$ cat config.mk
export PLATFORM = sky130hd
export DESIGN_NAME = ccfd_top
export DESIGN_NICKNAME = d
export VERILOG_FILES = /design/src/shared/ccfd_pkg.sv /design/src/rtl/ccfd_chan_mem.sv /design/src/rtl/ccfd_top.sv
export SDC_FILE = /design/constraint.sdc
export NUM_CORES = 1
export LEC_CHECK = 0
export BUFFER_PORTS_ARGS = -buffer_cell sky130_fd_sc_hd__buf_2
export CORE_ASPECT_RATIO = 1.25
export CORE_MARGIN = 5
export CORE_UTILIZATION = 50
export DETAILED_ROUTE_END_ITERATION = 10
export HOLD_SLACK_MARGIN = 0.12
export PLACE_DENSITY = 0.73
export RECOVER_POWER = 50
export SYNTH_ARGS = -nofsm -noshare
export SYNTH_HDL_FRONTEND = slang
export SYNTH_HIERARCHICAL = 1
export SYNTH_SLANG_ARGS = --single-unit
$ cat constraint.sdc
create_clock -name pclk -period 3.4 [get_ports pclk]
set_input_delay 0.17 -clock pclk [delete_from_list [all_inputs] [get_ports pclk]]
set_output_delay 0.17 -clock pclk [all_outputs]
set_load 0.1 [all_outputs]
$ cat src/shared/ccfd_pkg.sv
// Purpose: constants for the channel configuration field decoder
// Assumes: 32-bit APB, word-aligned registers, byte address = index * 4
// Notes: field positions and reset values of the per-channel word
package ccfd_pkg;
   localparam int CCFD_CHANNELS = 16;
   localparam int CCFD_CFG_W = 24;
   localparam int CCFD_ADDR_W = 8;
   // register indices
   localparam logic [7:0] CCFD_CHAN_FIRST_IDX = 8'h09;
   localparam logic [7:0] CCFD_CHAN_LAST_IDX = 8'h18;
   localparam logic [7:0] CCFD_CTRL_IDX = 8'h20;
   localparam logic [7:0] CCFD_THR_LOW_IDX = 8'h21;
   localparam logic [7:0] CCFD_THR_HIGH_IDX = 8'h22;
   localparam logic [7:0] CCFD_STATUS_IDX = 8'h23;
   // channel word fields
   localparam int CCFD_ENABLE_BIT = 23;
   localparam int CCFD_SETUP_LSB = 20;
   localparam int CCFD_SETUP_W = 3;
   localparam int CCFD_SWITCH_BIT = 19;
   localparam int CCFD_THR_EN_BIT = 18;
   localparam int CCFD_POS_LSB = 13;
   localparam int CCFD_NEG_LSB = 8;
   localparam int CCFD_SEL_W = 5;
   localparam logic [23:0] CCFD_CHAN0_RESET = 24'h800100;
   localparam logic [23:0] CCFD_CHAN_RESET = 24'h000100;
   // control register fields
   localparam int CCFD_MODE_LSB = 0;
   localparam int CCFD_STBY_SW_BIT = 2;
   localparam int CCFD_BUF_EN_BIT = 3;
   localparam logic [1:0] CCFD_MODE_ACTIVE = 2'h0;
   localparam logic [1:0] CCFD_MODE_STANDBY = 2'h1;
   localparam logic [1:0] CCFD_MODE_POWER_DOWN = 2'h2;
   localparam logic [3:0] CCFD_CTRL_RESET = 4'h0;
   // input select codes
   localparam logic [4:0] CCFD_SEL_TEMP = 5'h10;
   localparam logic [4:0] CCFD_SEL_NEG_RAIL = 5'h11;
   localparam logic [4:0] CCFD_SEL_REF = 5'h12;
   localparam logic [4:0] CCFD_SEL_DIG_GND = 5'h13;
   localparam logic [4:0] CCFD_SEL_AVDD_P = 5'h14;
   localparam logic [4:0] CCFD_SEL_AVDD_M = 5'h15;
   localparam logic [4:0] CCFD_SEL_IO_P = 5'h16;
   localparam logic [4:0] CCFD_SEL_IO_M = 5'h17;
   localparam logic [4:0] CCFD_SEL_AREG_P = 5'h18;
   localparam logic [4:0] CCFD_SEL_AREG_M = 5'h19;
   localparam logic [4:0] CCFD_SEL_DREG_P = 5'h1A;
   localparam logic [4:0] CCFD_SEL_DREG_M = 5'h1B;
   localparam logic [4:0] CCFD_SEL_MV_P = 5'h1C;
   localparam logic [4:0] CCFD_SEL_MV_M = 5'h1D;
   typedef enum logic [3:0] {
      CCFD_SRC_EXTERNAL, CCFD_SRC_TEMP, CCFD_SRC_NEG_RAIL, CCFD_SRC_REF,
      CCFD_SRC_DIG_GND, CCFD_SRC_AVDD_P, CCFD_SRC_AVDD_M, CCFD_SRC_IO_P,
      CCFD_SRC_IO_M, CCFD_SRC_AREG_P, CCFD_SRC_AREG_M, CCFD_SRC_DREG_P,
      CCFD_SRC_DREG_M, CCFD_SRC_MV_P, CCFD_SRC_MV_M, CCFD_SRC_RESERVED
   } ccfd_src_e;
endpackage

$ cat src/rtl/ccfd_chan_mem.sv
// Purpose: per-channel configuration store, one write and two read ports
// Assumes: read data registered, valid one edge after the address
// Notes: reset values differ only for channel 0
`timescale 1ns/100ps
`default_nettype none
module ccfd_chan_mem
   import ccfd_pkg::*;
#(
   parameter int DEPTH = CCFD_CHANNELS,
   parameter int WIDTH = CCFD_CFG_W
) (
   // clock and reset
   input wire logic pclk,
   input wire logic presetn,
   // write port
   input wire logic wr_en,
   input wire logic [$clog2(DEPTH)-1:0] wr_addr,
   input wire logic [WIDTH-1:0] wr_data,
   // read ports
   input wire logic [$clog2(DEPTH)-1:0] rd_addr_a,
   output logic [WIDTH-1:0] rd_data_a,
   input wire logic [$clog2(DEPTH)-1:0] rd_addr_b,
   output logic [WIDTH-1:0] rd_data_b
);
   logic [WIDTH-1:0] mem [DEPTH];
   logic [WIDTH-1:0] next_rd_data_a;
   logic [WIDTH-1:0] next_rd_data_b;

   always_comb begin
      next_rd_data_a = mem[rd_addr_a];
      next_rd_data_b = mem[rd_addr_b];
   end

   always_ff @(posedge pclk or negedge presetn) begin
      if (!presetn) begin
         rd_data_a <= '0;
         rd_data_b <= '0;
      end else begin
         rd_data_a <= next_rd_data_a;
         rd_data_b <= next_rd_data_b;
      end
   end

   genvar g;
   generate
      for (g = 0; g < DEPTH; g++) begin : g_word
         always_ff @(posedge pclk or negedge presetn) begin
            if (!presetn) begin
               mem[g] <= (g == 0) ? WIDTH'(CCFD_CHAN0_RESET) : WIDTH'(CCFD_CHAN_RESET);
            end else if (wr_en && (wr_addr == g)) begin
               mem[g] <= wr_data;
            end
         end
      end
   endgenerate
endmodule
`default_nettype wire

$ cat src/rtl/ccfd_top.sv
// Purpose: per-channel configuration registers and field decode
// Assumes: sequencer gives a one-cycle conv_start with conv_channel
// Notes: fields are latched per conversion; mode gating is live
// Operation
// setup-select 6 or 7 picks setup register set 6 or 7.
// switch bit 19 set closes low-side switch to negative rail.
// power-down mode always forces the low-side switch open.
// standby with standby switch enable 0 keeps switch disabled.
// switch bit 0 keeps switch off; 1 lets the pin sink current.
// threshold bit 18 set compares each result with low and high limits.
// with result buffer disabled no threshold monitoring happens.
// positive select bits 17:13; 10000 temp, 10001 neg rail, 10010 reference.
// codes 11000/11001 select analog regulator halves divided by six.
// codes 11010/11011 select digital regulator halves divided by six.
// codes 10100/10101 select analog supply span halves divided by six.
// code 10111 selects minus half of interface supply span.
// setup-select is three bits at 22:20, eight sets.
// negative select bits 12:8, same code table, resets to 1.
// codes 00000 to 01111 select external inputs 0 to 15.
// fields apply per conversion; writes affect the next one.
//
// Decided for this implementation: the APB slave port and the placing of the registers.
`timescale 1ns/100ps
`default_nettype none
module ccfd_top
   import ccfd_pkg::*;
#(
   parameter int CHANNELS = CCFD_CHANNELS,
   parameter int RESULT_W = CCFD_CFG_W
) (
   // clock and reset
   input wire logic pclk,
   input wire logic presetn,
   // apb slave
   input wire logic psel,
   input wire logic penable,
   input wire logic pwrite,
   input wire logic [CCFD_ADDR_W-1:0] paddr,
   input wire logic [31:0] pwdata,
   output logic [31:0] prdata,
   output logic pready,
   output logic pslverr,
   // sequencer side
   input wire logic conv_start,
   input wire logic [$clog2(CHANNELS)-1:0] conv_channel,
   output logic conv_config_valid,
   output logic channel_enabled,
   // converter configuration
   output logic [CCFD_SETUP_W-1:0] setup_select,
   output logic [CCFD_SEL_W-1:0] positive_input_select,
   output logic [CCFD_SEL_W-1:0] negative_input_select,
   output ccfd_src_e positive_source,
   output ccfd_src_e negative_source,
   output logic [3:0] positive_ext_index,
   output logic [3:0] negative_ext_index,
   // low-side switch
   output logic low_side_switch_close,
   // threshold monitor
   input wire logic result_valid,
   input wire logic [RESULT_W-1:0] result_data,
   output logic threshold_active,
   output logic threshold_low_cross,
   output logic threshold_high_cross
);
   localparam int IDX_W = $clog2(CHANNELS);

   typedef enum logic {FETCH_IDLE, FETCH_WAIT} ccfd_fetch_e;

   // maps a select code onto the source it connects
   function automatic ccfd_src_e decode_source(input logic [CCFD_SEL_W-1:0] code);
      ccfd_src_e src;
      src = CCFD_SRC_RESERVED;
      if (!code[4]) begin
         src = CCFD_SRC_EXTERNAL;
      end else begin
         case (code)
            CCFD_SEL_TEMP: src = CCFD_SRC_TEMP;
            CCFD_SEL_NEG_RAIL: src = CCFD_SRC_NEG_RAIL;
            CCFD_SEL_REF: src = CCFD_SRC_REF;
            CCFD_SEL_DIG_GND: src = CCFD_SRC_DIG_GND;
            CCFD_SEL_AVDD_P: src = CCFD_SRC_AVDD_P;
            CCFD_SEL_AVDD_M: src = CCFD_SRC_AVDD_M;
            CCFD_SEL_IO_P: src = CCFD_SRC_IO_P;
            CCFD_SEL_IO_M: src = CCFD_SRC_IO_M;
            CCFD_SEL_AREG_P: src = CCFD_SRC_AREG_P;
            CCFD_SEL_AREG_M: src = CCFD_SRC_AREG_M;
            CCFD_SEL_DREG_P: src = CCFD_SRC_DREG_P;
            CCFD_SEL_DREG_M: src = CCFD_SRC_DREG_M;
            CCFD_SEL_MV_P: src = CCFD_SRC_MV_P;
            CCFD_SEL_MV_M: src = CCFD_SRC_MV_M;
            default: src = CCFD_SRC_RESERVED;
         endcase
      end
      return src;
   endfunction

   // apb decode
   logic [7:0] idx;
   logic is_chan;
   logic is_mapped;
   logic aligned;
   logic [IDX_W-1:0] chan_idx;
   logic wr_access;
   logic [CCFD_CFG_W-1:0] mem_rd_a;
   logic [CCFD_CFG_W-1:0] mem_rd_b;

   // software registers
   logic [3:0] ctrl;
   logic [RESULT_W-1:0] thr_low;
   logic [RESULT_W-1:0] thr_high;
   logic [3:0] next_ctrl;
   logic [RESULT_W-1:0] next_thr_low;
   logic [RESULT_W-1:0] next_thr_high;

   // per-conversion state
   ccfd_fetch_e fetch_state;
   ccfd_fetch_e next_fetch_state;
   logic [IDX_W-1:0] cur_channel;
   logic [IDX_W-1:0] next_cur_channel;
   logic [CCFD_CFG_W-1:0] cur_cfg;
   logic [CCFD_CFG_W-1:0] next_cur_cfg;
   logic next_conv_config_valid;
   logic next_switch_close;
   logic next_threshold_active;
   logic next_low_cross;
   logic next_high_cross;
   logic [1:0] mode;

   assign idx = {2'h0, paddr[CCFD_ADDR_W-1:2]};
   assign aligned = (paddr[1:0] == 2'h0);
   assign is_chan = aligned && (idx >= CCFD_CHAN_FIRST_IDX) && (idx <= CCFD_CHAN_LAST_IDX);
   assign chan_idx = IDX_W'(idx - CCFD_CHAN_FIRST_IDX);
   assign is_mapped = is_chan || (aligned && ((idx == CCFD_CTRL_IDX) ||
      (idx == CCFD_THR_LOW_IDX) || (idx == CCFD_THR_HIGH_IDX) || (idx == CCFD_STATUS_IDX)));
   // zero wait states: memory read data settle during the setup phase
   assign wr_access = psel && penable && pwrite && is_mapped;
   assign pready = 1'b1;
   assign pslverr = psel && penable && !is_mapped;
   assign mode = ctrl[CCFD_MODE_LSB +: 2];

   ccfd_chan_mem #(
      .DEPTH(CHANNELS),
      .WIDTH(CCFD_CFG_W)
   ) u_mem (
      .pclk(pclk),
      .presetn(presetn),
      .wr_en(wr_access && is_chan),
      .wr_addr(chan_idx),
      .wr_data(pwdata[CCFD_CFG_W-1:0]),
      .rd_addr_a(chan_idx),
      .rd_data_a(mem_rd_a),
      .rd_addr_b(conv_channel),
      .rd_data_b(mem_rd_b)
   );

   // register read mux, bits above each field read as zero
   always_comb begin
      prdata = 32'h0;
      if (psel && penable && is_mapped) begin
         if (is_chan) begin
            prdata = {8'h0, mem_rd_a};
         end else begin
            case (idx)
               CCFD_CTRL_IDX: prdata = {28'h0, ctrl};
               CCFD_THR_LOW_IDX: prdata = 32'(thr_low);
               CCFD_THR_HIGH_IDX: prdata = 32'(thr_high);
               CCFD_STATUS_IDX: prdata = {21'h0, threshold_active, low_side_switch_close,
                  setup_select, 4'(cur_channel), conv_config_valid, fetch_state == FETCH_WAIT};
               default: prdata = 32'h0;
            endcase
         end
      end
   end

   always_comb begin
      next_ctrl = ctrl;
      next_thr_low = thr_low;
      next_thr_high = thr_high;
      if (wr_access) begin
         case (idx)
            CCFD_CTRL_IDX: next_ctrl = pwdata[3:0];
            CCFD_THR_LOW_IDX: next_thr_low = pwdata[RESULT_W-1:0];
            CCFD_THR_HIGH_IDX: next_thr_high = pwdata[RESULT_W-1:0];
            default: next_ctrl = ctrl;
         endcase
      end
   end

   always_ff @(posedge pclk or negedge presetn) begin
      if (!presetn) begin
         ctrl <= CCFD_CTRL_RESET;
         thr_low <= '0;
         thr_high <= '1;
      end else begin
         ctrl <= next_ctrl;
         thr_low <= next_thr_low;
         thr_high <= next_thr_high;
      end
   end

   // fetch the channel word one edge after conv_start, then hold it
   always_comb begin
      next_fetch_state = fetch_state;
      next_cur_channel = cur_channel;
      next_cur_cfg = cur_cfg;
      next_conv_config_valid = 1'b0;
      case (fetch_state)
         FETCH_IDLE: begin
            if (conv_start) begin
               next_cur_channel = conv_channel;
               next_fetch_state = FETCH_WAIT;
            end
         end
         FETCH_WAIT: begin
            // a write landing now is already in mem_rd_b only if it came earlier
            next_cur_cfg = mem_rd_b;
            next_conv_config_valid = 1'b1;
            next_fetch_state = FETCH_IDLE;
         end
         default: next_fetch_state = FETCH_IDLE;
      endcase
   end

   // switch gating follows the power mode live, not per conversion
   always_comb begin
      next_switch_close = cur_cfg[CCFD_SWITCH_BIT];
      if (mode == CCFD_MODE_POWER_DOWN) begin
         next_switch_close = 1'b0;
      end else if ((mode == CCFD_MODE_STANDBY) && !ctrl[CCFD_STBY_SW_BIT]) begin
         next_switch_close = 1'b0;
      end
      next_threshold_active = cur_cfg[CCFD_THR_EN_BIT] && ctrl[CCFD_BUF_EN_BIT];
      next_low_cross = 1'b0;
      next_high_cross = 1'b0;
      if (result_valid && next_threshold_active) begin
         next_low_cross = (result_data < thr_low);
         next_high_cross = (result_data > thr_high);
      end
   end

   always_ff @(posedge pclk or negedge presetn) begin
      if (!presetn) begin
         fetch_state <= FETCH_IDLE;
         cur_channel <= '0;
         cur_cfg <= CCFD_CHAN0_RESET;
         conv_config_valid <= 1'b0;
         low_side_switch_close <= 1'b0;
         threshold_active <= 1'b0;
         threshold_low_cross <= 1'b0;
         threshold_high_cross <= 1'b0;
      end else begin
         fetch_state <= next_fetch_state;
         cur_channel <= next_cur_channel;
         cur_cfg <= next_cur_cfg;
         conv_config_valid <= next_conv_config_valid;
         low_side_switch_close <= next_switch_close;
         threshold_active <= next_threshold_active;
         threshold_low_cross <= next_low_cross;
         threshold_high_cross <= next_high_cross;
      end
   end

   // field outputs straight from the held word
   assign channel_enabled = cur_cfg[CCFD_ENABLE_BIT];
   assign setup_select = cur_cfg[CCFD_SETUP_LSB +: CCFD_SETUP_W];
   assign positive_input_select = cur_cfg[CCFD_POS_LSB +: CCFD_SEL_W];
   assign negative_input_select = cur_cfg[CCFD_NEG_LSB +: CCFD_SEL_W];
   assign positive_source = decode_source(positive_input_select);
   assign negative_source = decode_source(negative_input_select);
   assign positive_ext_index = positive_input_select[3:0];
   assign negative_ext_index = negative_input_select[3:0];
endmodule
`default_nettype wire

==> qor.yml, run 1 <==
route:
  routed_wl_um: 64100
  drt_iter0_drc: 1295
  viasPerCell: 6.21
  dr_total_vias: 15800
  route.detailed.drc: 0
  wl_per_cell_um: 25.2
  dr.pass1.iters: 5
  detail-route-antenna-nets: 0
setup_path:
  worstPathArrival_ns: 2.89
  critPathMaxStageDelay_ns: 0.94
  crit_required_ns: 3.23
  critical_path_class: "in -> out"
  path_cells: "buf_2, inv_6, ha_1, o41ai_2, nor2_1, o21bai_2, nor2_1, buf_12"
  crit_top_cell: "nor2_1"
  endpoint_kind: "output pin"
  worstPathMaxFanout: 24
  crit_buf_inv: 3
  cp-start-kind: "primary input"
  critPathSlowestCell: "o21bai_2"
  crit_family: "compound AO/OA/AOI/OAI gates"
logic_synthesis:
  yosysWarnings: 6
  synthesis.area_mm2: 0.0254
  synth_cells: 1765
  synth_area_per_cell_um2: 14.4
floorplan:
  core_mm2: 0.0504
  ios: 144
  die_h_um: 262
  rows: 92
  start_util_pct: 50.4
  die_w_um: 212
  dieArea_mm2: 0.0554
placement:
  dp_hpwl_um: 42600
  dpl_cell_area_mm2: 0.0271
  port_buffers: 126
  dp_slack_ns: 0.324
  dp.cells: 2438
  place.gp.congestion: 0.921
status:
  violations: "max-capacitance violations, max-slew violations"
  outcome: "complete, but fails checks"
layout:
  final_cell_mix: "dfrtp_1, mux2_2, mux4_2, buf_2, a22oi_1"
  area_delta_synth_final_pct: 13.8
  n_antenna_cell: 0
  final_cells: 2546
  stdcell_area_mm2: 0.0289
  layout-drive-gt1-share_pct: 45.7
  nets: 1985
  final_common_cell: "dfrtp_1"
min_path:
  min_path_type: "in -> reg"
timing:
  finalSetupViolCount: 0
  layout_min_cycle_time_ns: 3.06
  timing.final.crit_share_pct: 90.1
  setup_slack_ns: 0.338
  final-max-slew-violation-count: 97
  max_freq_ghz: 0.327
  setup_tns_ns: 0
  tightest_slew_ns: 2.74
  hold_slack_ns: 0.144
  fin_skew_ns: 0.0108
  hold_viol_final: 0
  rsz0062_at_grt: "no"
  relSlewSlack_pct: -83.0
global_routing:
  grt_max_degree: 107
  antenna_found_initial: 1
  first_global_vias: 17200
  grt_pass1_wl_um: 99800
  gr-total-overflow: 0
  grt_use_total_pct: 23.2
power_and_ir_drop:
  p_leak_nw: 13.4
  ir_worst_vdd_uv: 338
  power_per_cell_area_mw_per_mm2: 443
clocking:
  htree_num_levels: 2
  ctsHoldBuffers: 24
  cts.clk_slew.worst_paths_ns: 0.06
  cts_sinks: 502
  cts_tree: "yes"
  cts_buffers: 47
  clockBufferDepth: 3
  ctsResizeCount: 0
  root_buffer: "clkbuf_16"
  post_cts_buffers: 0
  clk_latency_ns: 0.56
job:
  maxCapViolations: 1
power by group:
part	switching, mW	leakage [nW]	total [mW]	internal, mW
logic	0.747	5.79	1.16	0.412
clock network	2.21	0.777	5.43	3.22
registers	0.0913	6.82	6.21	6.12
total	3.05	13.4	12.8	9.75
cell type report:
cell class	instances	area (um2)
Fill cell	3888	21500
Sequential cell	502	12600
Multi-Input combinational cell	1030	11800
Timing Repair Buffer	212	1870
Clock buffer	73	1410
Tap cell	658	823
Inverter	60	233
Clock inverter	11	186
metrics by stage:
stage                     utilization (%)  total power [mW]
after floorplan                         -              7.00
final                                57.3              12.8
after CTS                            57.4              12.9
after global placement               53.8              7.42
after global routing                 57.3              13.3
after detailed placement             53.8              7.46
metal layers:
| metal | track usage [%] | share of wire (%) |
|---|---|---|
| met3 | 2.94 | 5.1 |
| met1 | 29.6 | 40 |
| met2 | 40.3 | 51 |
| met5 | 0 | 0 |
| met4 | 9.86 | 4.4 |
worst paths after layout:
kind,start,to,slack [ns],cells after the start
min,pwdata[15],u_mem/mem[279],0.14,2
min in group asynchronous,presetn,u_mem/mem[328],0.94,2
max reg2reg,thr_low[14],threshold_low_cross,0.82,7
max in group asynchronous,presetn,u_mem/mem[366],0.62,3
max,paddr[2],prdata[8],0.34,8
min reg2reg,u_mem/rd_data_b[17],cur_cfg[17],0.47,2
sequential cells by signal, indices dropped and copies added (netlist names):
| signal | cells |
|---|---|
| u_mem/mem | 384 |
| thr_high | 24 |
| thr_low | 24 |
| u_mem/rd_data_a | 24 |
| cur_cfg | 16 |
| u_mem/rd_data_b | 16 |
| ctrl | 4 |
| cur_channel | 4 |
| conv_config_valid | 1 |
| fetch_state | 1 |
| low_side_switch_close | 1 |
| threshold_active | 1 |
| threshold_high_cross | 1 |
| threshold_low_cross | 1 |
Power figures use the tool's default switching activity.
==> run 2, diff against run 1 <==
==> constraint.sdc (replaced) <==
create_clock -name pclk -period 3.4 [get_ports pclk]
set_input_delay 0.68 -clock pclk [delete_from_list [all_inputs] [get_ports pclk]]
set_output_delay 0.68 -clock pclk [all_outputs]
set_load 0.1 [all_outputs]
==> run 2 against run 1 <==
The flow still finishes with violations (max-capacitance violations, max-slew violations). Critical path type unchanged. Utilization up 1.3 points. Wire length up 2.7%. Largest power group unchanged. Combinational power about the same. Clock skew up 0.00083 ns. Clock-buffer cell count down 1. Non-clock buffer count up 29. Worst setup slack worse by 0.20 ns.
==> qor.yml, run 2 (synthesis gave the netlist of run 1 again) <==
min_path:
  min_path_type: "in -> reg"
  worstHoldPathCells: 2  # unchanged
timing:
  fin_skew_ns: 0.0117  # +0.000827 ns
  tightest_slew_ns: 2.93  # +0.188 ns
  rsz0062_at_grt: "no"
  layout_min_cycle_time_ns: 3.26  # +0.195 ns
  timing.final.crit_share_pct: 95.8  # +5.7 points
  final-max-slew-violation-count: 101  # +4.1%
  max_freq_ghz: 0.307  # -6.0%
  hold_viol_final: 0  # unchanged
  setup_slack_ns: 0.142  # -0.195 ns
  relSlewSlack_pct: -95.5  # -13 points
  finalSetupViolCount: 0  # unchanged
  hold_slack_ns: 0.448  # +0.304 ns
setup_path:
  endpoint_kind: "output pin"
  critPathMaxStageDelay_ns: 0.53  # -0.41 ns
  critical_path_class: "in -> out"
  worstPathArrival_ns: 2.58  # -0.31 ns
  worstPathMaxFanout: 14  # -42%
  crit_top_cell: "buf_12"
  cp-start-kind: "primary input"
  r2r_cells: 8  # +1
  critPathSlowestCell: "a221oi_1"
  path_cells: "buf_2, inv_6, ha_1, and2b_4, a21boi_2, o221a_2, buf_12, a221oi_1, nor2_4, buf_12"
  crit_required_ns: 2.72  # -0.51 ns
placement:
  port_buffers: 126  # unchanged
  dp.cells: 2491  # +2.2%
  dp_hpwl_um: 46300  # +8.6%
  dp_slack_ns: 0.136  # -0.188 ns
  place.gp.congestion: 0.904  # -1.9%
clocking:
  ctsHoldBuffers: 0  # -100%
  post_cts_buffers: 0  # unchanged
  cts_buffers: 46  # -2.1%
  clk_latency_ns: 0.56  # about the same
  cts.clk_slew.worst_paths_ns: 0.07  # about the same
  htree_num_levels: 2  # unchanged
  root_buffer: "clkbuf_16"
  clockBufferDepth: 3  # unchanged
  ctsResizeCount: 0  # unchanged
  cts_sinks: 502  # unchanged
  cts_tree: "yes"
power_and_ir_drop:
  ir_worst_vdd_uv: 334  # -1.2%
  power_per_cell_area_mw_per_mm2: 436  # -1.6%
  p_leak_nw: 13.7  # +2.1%
  power_mw: 12.9  # +0.60%
status:
  violations: "max-capacitance violations, max-slew violations"
  outcome: "complete, but fails checks"
global_routing:
  grt_max_degree: 107  # unchanged
  grt_pass1_wl_um: 103000  # +2.9%
  grt_use_total_pct: 24.0  # +0.79 points
  gr-total-overflow: 0  # unchanged
  first_global_vias: 17500  # +1.7%
  antenna_found_initial: 1  # unchanged
layout:
  largest_register_ffs: 384  # unchanged
  multi_input_area_mm2: 0.0120  # +1.8%
  final_common_cell: "dfrtp_1"
  nets: 2013  # +1.4%
  regArea_mm2: 0.0126  # unchanged
  regMostFlops: "u_mem/mem"
  area_delta_synth_final_pct: 16.3
  nFillCells: 3754  # -3.4%
  layout-drive-gt1-share_pct: 49.6  # +3.9 points
  final_cells: 2579  # +1.3%
  final_cell_mix: "dfrtp_1, mux2_2, mux4_2, buf_2, a22oi_1"
route:
  drt_iter0_drc: 1041  # -20%
  detail-route-antenna-nets: 0  # unchanged
  dr_total_vias: 15900  # +0.60%
  viasPerCell: 6.17  # -0.69%
  route.detailed.drc: 0  # unchanged
  wl_per_cell_um: 25.5  # +1.4%
  dr.pass1.iters: 6  # +1
  routed_wl_um: 65800  # +2.7%
floorplan:
  die_h_um: 262  # unchanged
  ios: 144  # unchanged
  core_mm2: 0.0504  # unchanged
  start_util_pct: 50.4  # unchanged
  rows: 92  # unchanged
  dieArea_mm2: 0.0554  # unchanged
  die_w_um: 212  # unchanged
job:
  maxCapViolations: 1  # unchanged
-- run 2: cell types whose count changed in the layout (fill, tap and decap cells not counted), sizes merged --
| cell | before | now |
|---|---|---|
| buf | 176 | 229 |
| clkbuf | 85 | 84 |
| clkinv | 4 | 8 |
| clkinvlp | 1 | 0 |
| diode | 0 | 2 |
| dlygate4sd3 | 24 | 0 |
-- run 2: layout make-up --
type,instances,area share (%)
Clock inverter,14,0.669
Antenna cell,2,0.0169
Timing Repair Buffer,241,7.68
Inverter,60,0.787
Tap cell,658,2.79
Sequential cell,502,42.7
Multi-Input combinational cell,1030,40.6
Clock buffer,72,4.81
-- run 2: path summary, 6_finish.rpt --
check,startpoint,endpoint,slack (ns)
max in group asynchronous,presetn,u_mem/mem[80],0.61
hold / removal,conv_channel[2],cur_channel[2],0.45
min in group asynchronous,presetn,u_mem/mem[232],1.03
hold reg to reg,u_mem/rd_data_b[16],cur_cfg[16],0.45
setup reg to reg,thr_high[22],threshold_high_cross,1.27
setup / recovery,paddr[2],prdata[4],0.14
-- run 2: routing by layer --
| metal | up-vias | GRT usage (%) | part of all wire [%] |
|---|---|---|---|
| li1 | 6815 | - | - |
| met2 | 503 | 43.2 | 53 |
| met3 | 170 | 2.78 | 4.4 |
| met5 | - | 0 | 0 |
| met4 | 0 | 10.7 | 4.9 |
| met1 | 8419 | 29.1 | 38 |
-- run 2: stage by stage --
| step | util (%) | TNS (ns) | area, um2 |
|---|---|---|---|
| after CTS | 58.7 | 0 | 29600 |
| after global routing | 58.6 | 0 | 29600 |
| final | 58.6 | 0 | 29600 |
| after floorplan | - | -0.125 | 25700 |
| after detailed placement | 55.5 | 0 | 28000 |
| after global placement | 55.5 | 0 | 28000 |
-- run 2: power breakdown --
group / total, mW / internal, mW / leakage (nW) / switching [mW]
clock: 5.49 / 3.26 / 0.801 / 2.23
combinational: 1.18 / 0.421 / 6.05 / 0.756
sequential: 6.21 / 6.12 / 6.82 / 0.0944
total: 12.9 / 9.80 / 13.7 / 3.08
-- run 2: critical path: cells and delay by family --
kind / cells / cell delay [ns]
AND/OR/NAND/NOR: 2 / 0.25
adder cells (fa/ha/maj): 1 / 0.17
AO/OA/AOI/OAI: 3 / 0.90
buffers and inverters: 4 / 0.56
==> run 3, diff against run 2 <==
Clock period 3.4 ns to 4.1 ns, I/O delays scaled along.
==> run 3 against run 2 <==
The run still ends with max-capacitance violations, max-slew violations left. Worst setup slack gained 0.21 ns. Worst hold slack better by 0.025 ns. Critical path depth down 5. Global-route usage is 0.18 points higher. Clock skew about the same. Die area unchanged. Sequential share of layout area is 1.6 points higher. Largest power group unchanged.
==> qor.yml, run 3 (synthesis gave the netlist of run 1 again) <==
floorplan:
  ios: 144  # unchanged
  die_w_um: 212  # unchanged
  die_h_um: 262  # unchanged
  rows: 92  # unchanged
  start_util_pct: 50.4  # unchanged
  dieArea_mm2: 0.0554  # unchanged
  core_mm2: 0.0504  # unchanged
status:
  violations: "max-capacitance violations, max-slew violations"
  outcome: "complete, but fails checks"
timing:
  hold_viol_final: 0  # unchanged
  max_freq_ghz: 0.267
  rsz0062_at_grt: "no"
  fin_skew_ns: 0.0115  # -0.000213 ns
  tightest_slew_ns: 2.59  # -0.346 ns
  setup_tns_ns: 0  # unchanged
  relSlewSlack_pct: -72.4  # +23 points
  layout_min_cycle_time_ns: 3.75
  final-max-slew-violation-count: 121  # +20%
  timing.final.crit_share_pct: 91.4
  finalSetupViolCount: 0  # unchanged
setup_path:
  crit_family: "buffers and inverters"
  worstPathArrival_ns: 4.15  # +1.57 ns
  endpoint_kind: "flip-flop"
  critPathSlowestCell: "clkbuf_1"
  crit_required_ns: 4.50  # +1.78 ns
  crit_top_cell: "clkbuf_1"
  crit_buf_inv: 2  # -2
  critPathMaxStageDelay_ns: 1.53  # +1.00 ns
  critical_path_class: "in -> reg"
  r2r_slack_ns: 1.61  # +0.34 ns
  cp-start-kind: "primary input"
  worstPathMaxFanout: 28  # +14
  path_cells: "clkbuf_1, clkbuf_1, mux4_2, a22oi_1, nand2_1"
global_routing:
  grt_max_degree: 107  # unchanged
  gr-total-overflow: 0  # unchanged
  grt_pass1_wl_um: 104000  # +0.82%
  antenna_found_initial: 3  # +2
  grt_use_total_pct: 24.2  # +0.18 points
  first_global_vias: 17300  # -1.2%
layout:
  nFillCells: 3855  # +2.7%
  area_delta_synth_final_pct: 12.2
  layout-drive-gt1-share_pct: 47.4  # -2.2 points
  regMostFlops: "u_mem/mem"
  n_antenna_cell: 0  # -2
  multi_input_area_mm2: 0.0118  # -1.6%
  final_common_cell: "dfrtp_1"
  regArea_mm2: 0.0126  # unchanged
  largest_register_ffs: 384  # unchanged
  nets: 1968  # -2.2%
  final_cell_mix: "dfrtp_1, mux2_2, mux4_2, buf_2, a22oi_1"
route:
  wl_per_cell_um: 26.3  # +2.9%
  detail-route-antenna-nets: 0  # unchanged
  drt_iter0_drc: 1278  # +23%
  dr.pass1.iters: 5  # -1
  viasPerCell: 6.31  # +2.3%
  routed_wl_um: 66400  # +0.94%
  dr_total_vias: 16000  # +0.36%
  route.detailed.drc: 0  # unchanged
clocking:
  ctsHoldBuffers: 0  # unchanged
  root_buffer: "clkbuf_16"
  ctsResizeCount: 0  # unchanged
  htree_num_levels: 2  # unchanged
  cts.clk_slew.worst_paths_ns: 0.07  # about the same
  clockBufferDepth: 3  # unchanged
  cts_tree: "yes"
  cts_buffers: 46  # unchanged
  cts_sinks: 502  # unchanged
  post_cts_buffers: 0  # unchanged
  clk_latency_ns: 0.56  # about the same
power_and_ir_drop:
  power_per_cell_area_mw_per_mm2: 369  # -15%
  power_mw: 10.5  # -18%
  p_leak_nw: 13.3  # -2.8%
  ir_worst_vdd_uv: 276  # -17%
placement:
  place.gp.congestion: 0.921  # +1.9%
  dp_hpwl_um: 43600  # -5.8%
  port_buffers: 126  # unchanged
job:
  maxCapViolations: 2  # +1
min_path:
  min_path_type: "reg -> reg"
-- run 3: changes by cell type in the layout (fill, tap and decap cells not counted), sizes merged --
cell | previous run | this run
clkinv | 8 | 7
clkinvlp | 0 | 1
diode | 2 | 0
bufinv | 5 | 3
inv | 61 | 60
buf | 229 | 185
-- run 3: layout make-up --
class / count / area share, %
multi-input cells: 1030 / 41.4
inverters: 60 / 0.817
repair buffers: 196 / 5.14
clock buffers: 73 / 5.01
well taps: 658 / 2.89
flip-flops and latches: 502 / 44.3
clock inverters: 11 / 0.461
-- run 3: worst paths after layout --
path,start,endpoint,cells after the start
worst max-delay path,conv_channel[1],u_mem/rd_data_b[12],5
worst max register to register,thr_high[19],threshold_high_cross,7
worst min-delay path,u_mem/rd_data_b[17],cur_cfg[17],2
min in group asynchronous,presetn,u_mem/mem[115],1
max in group asynchronous,presetn,cur_cfg[22],2
worst min register to register,u_mem/rd_data_b[17],cur_cfg[17],2
-- run 3: worst reg2reg max path, cell delays in order, from the launching register on --
cell,delay (ns)
dfstp_2,0.54
inv_1,0.04
ha_1,0.31
nand4_1,0.18
nor3_1,0.66
a2111oi_0,0.25
buf_4,0.22
a211oi_1,0.18
-- run 3: per-layer routing --
metal	routed length (um)	GRT usage [%]
met1	25800	31.0
met2	34100	42.3
met3	4040	3.40
met4	2520	8.48
met5	0	0
-- run 3: power by group --
part,internal (mW),leakage [nW],switching (mW),total [mW]
Sequential,5.07,6.82,0.0767,5.15
Combinational,0.323,5.71,0.631,0.954
Clock,2.57,0.766,1.82,4.40
-- run 3: through the flow --
| step | hold slack (ns) | std cells | setup slack (ns) | area, um2 | utilization (%) |
|---|---|---|---|---|---|
| 6_report | 0.473 | 2530 | 0.355 | 28500 | 56.5 |
| 5_1_grt | 0.505 | 2530 | 0.241 | 28500 | 56.5 |
| 4_1_cts | 0.345 | 2530 | 0.373 | 28600 | 56.7 |
| 3_5_place_dp | 0.460 | 2446 | 0.379 | 27000 | 53.6 |
| 3_3_place_gp | 0.457 | 2446 | 0.423 | 27000 | 53.6 |
| 2_1_floorplan | 0.352 | 1772 | -0.387 | 25500 | - |
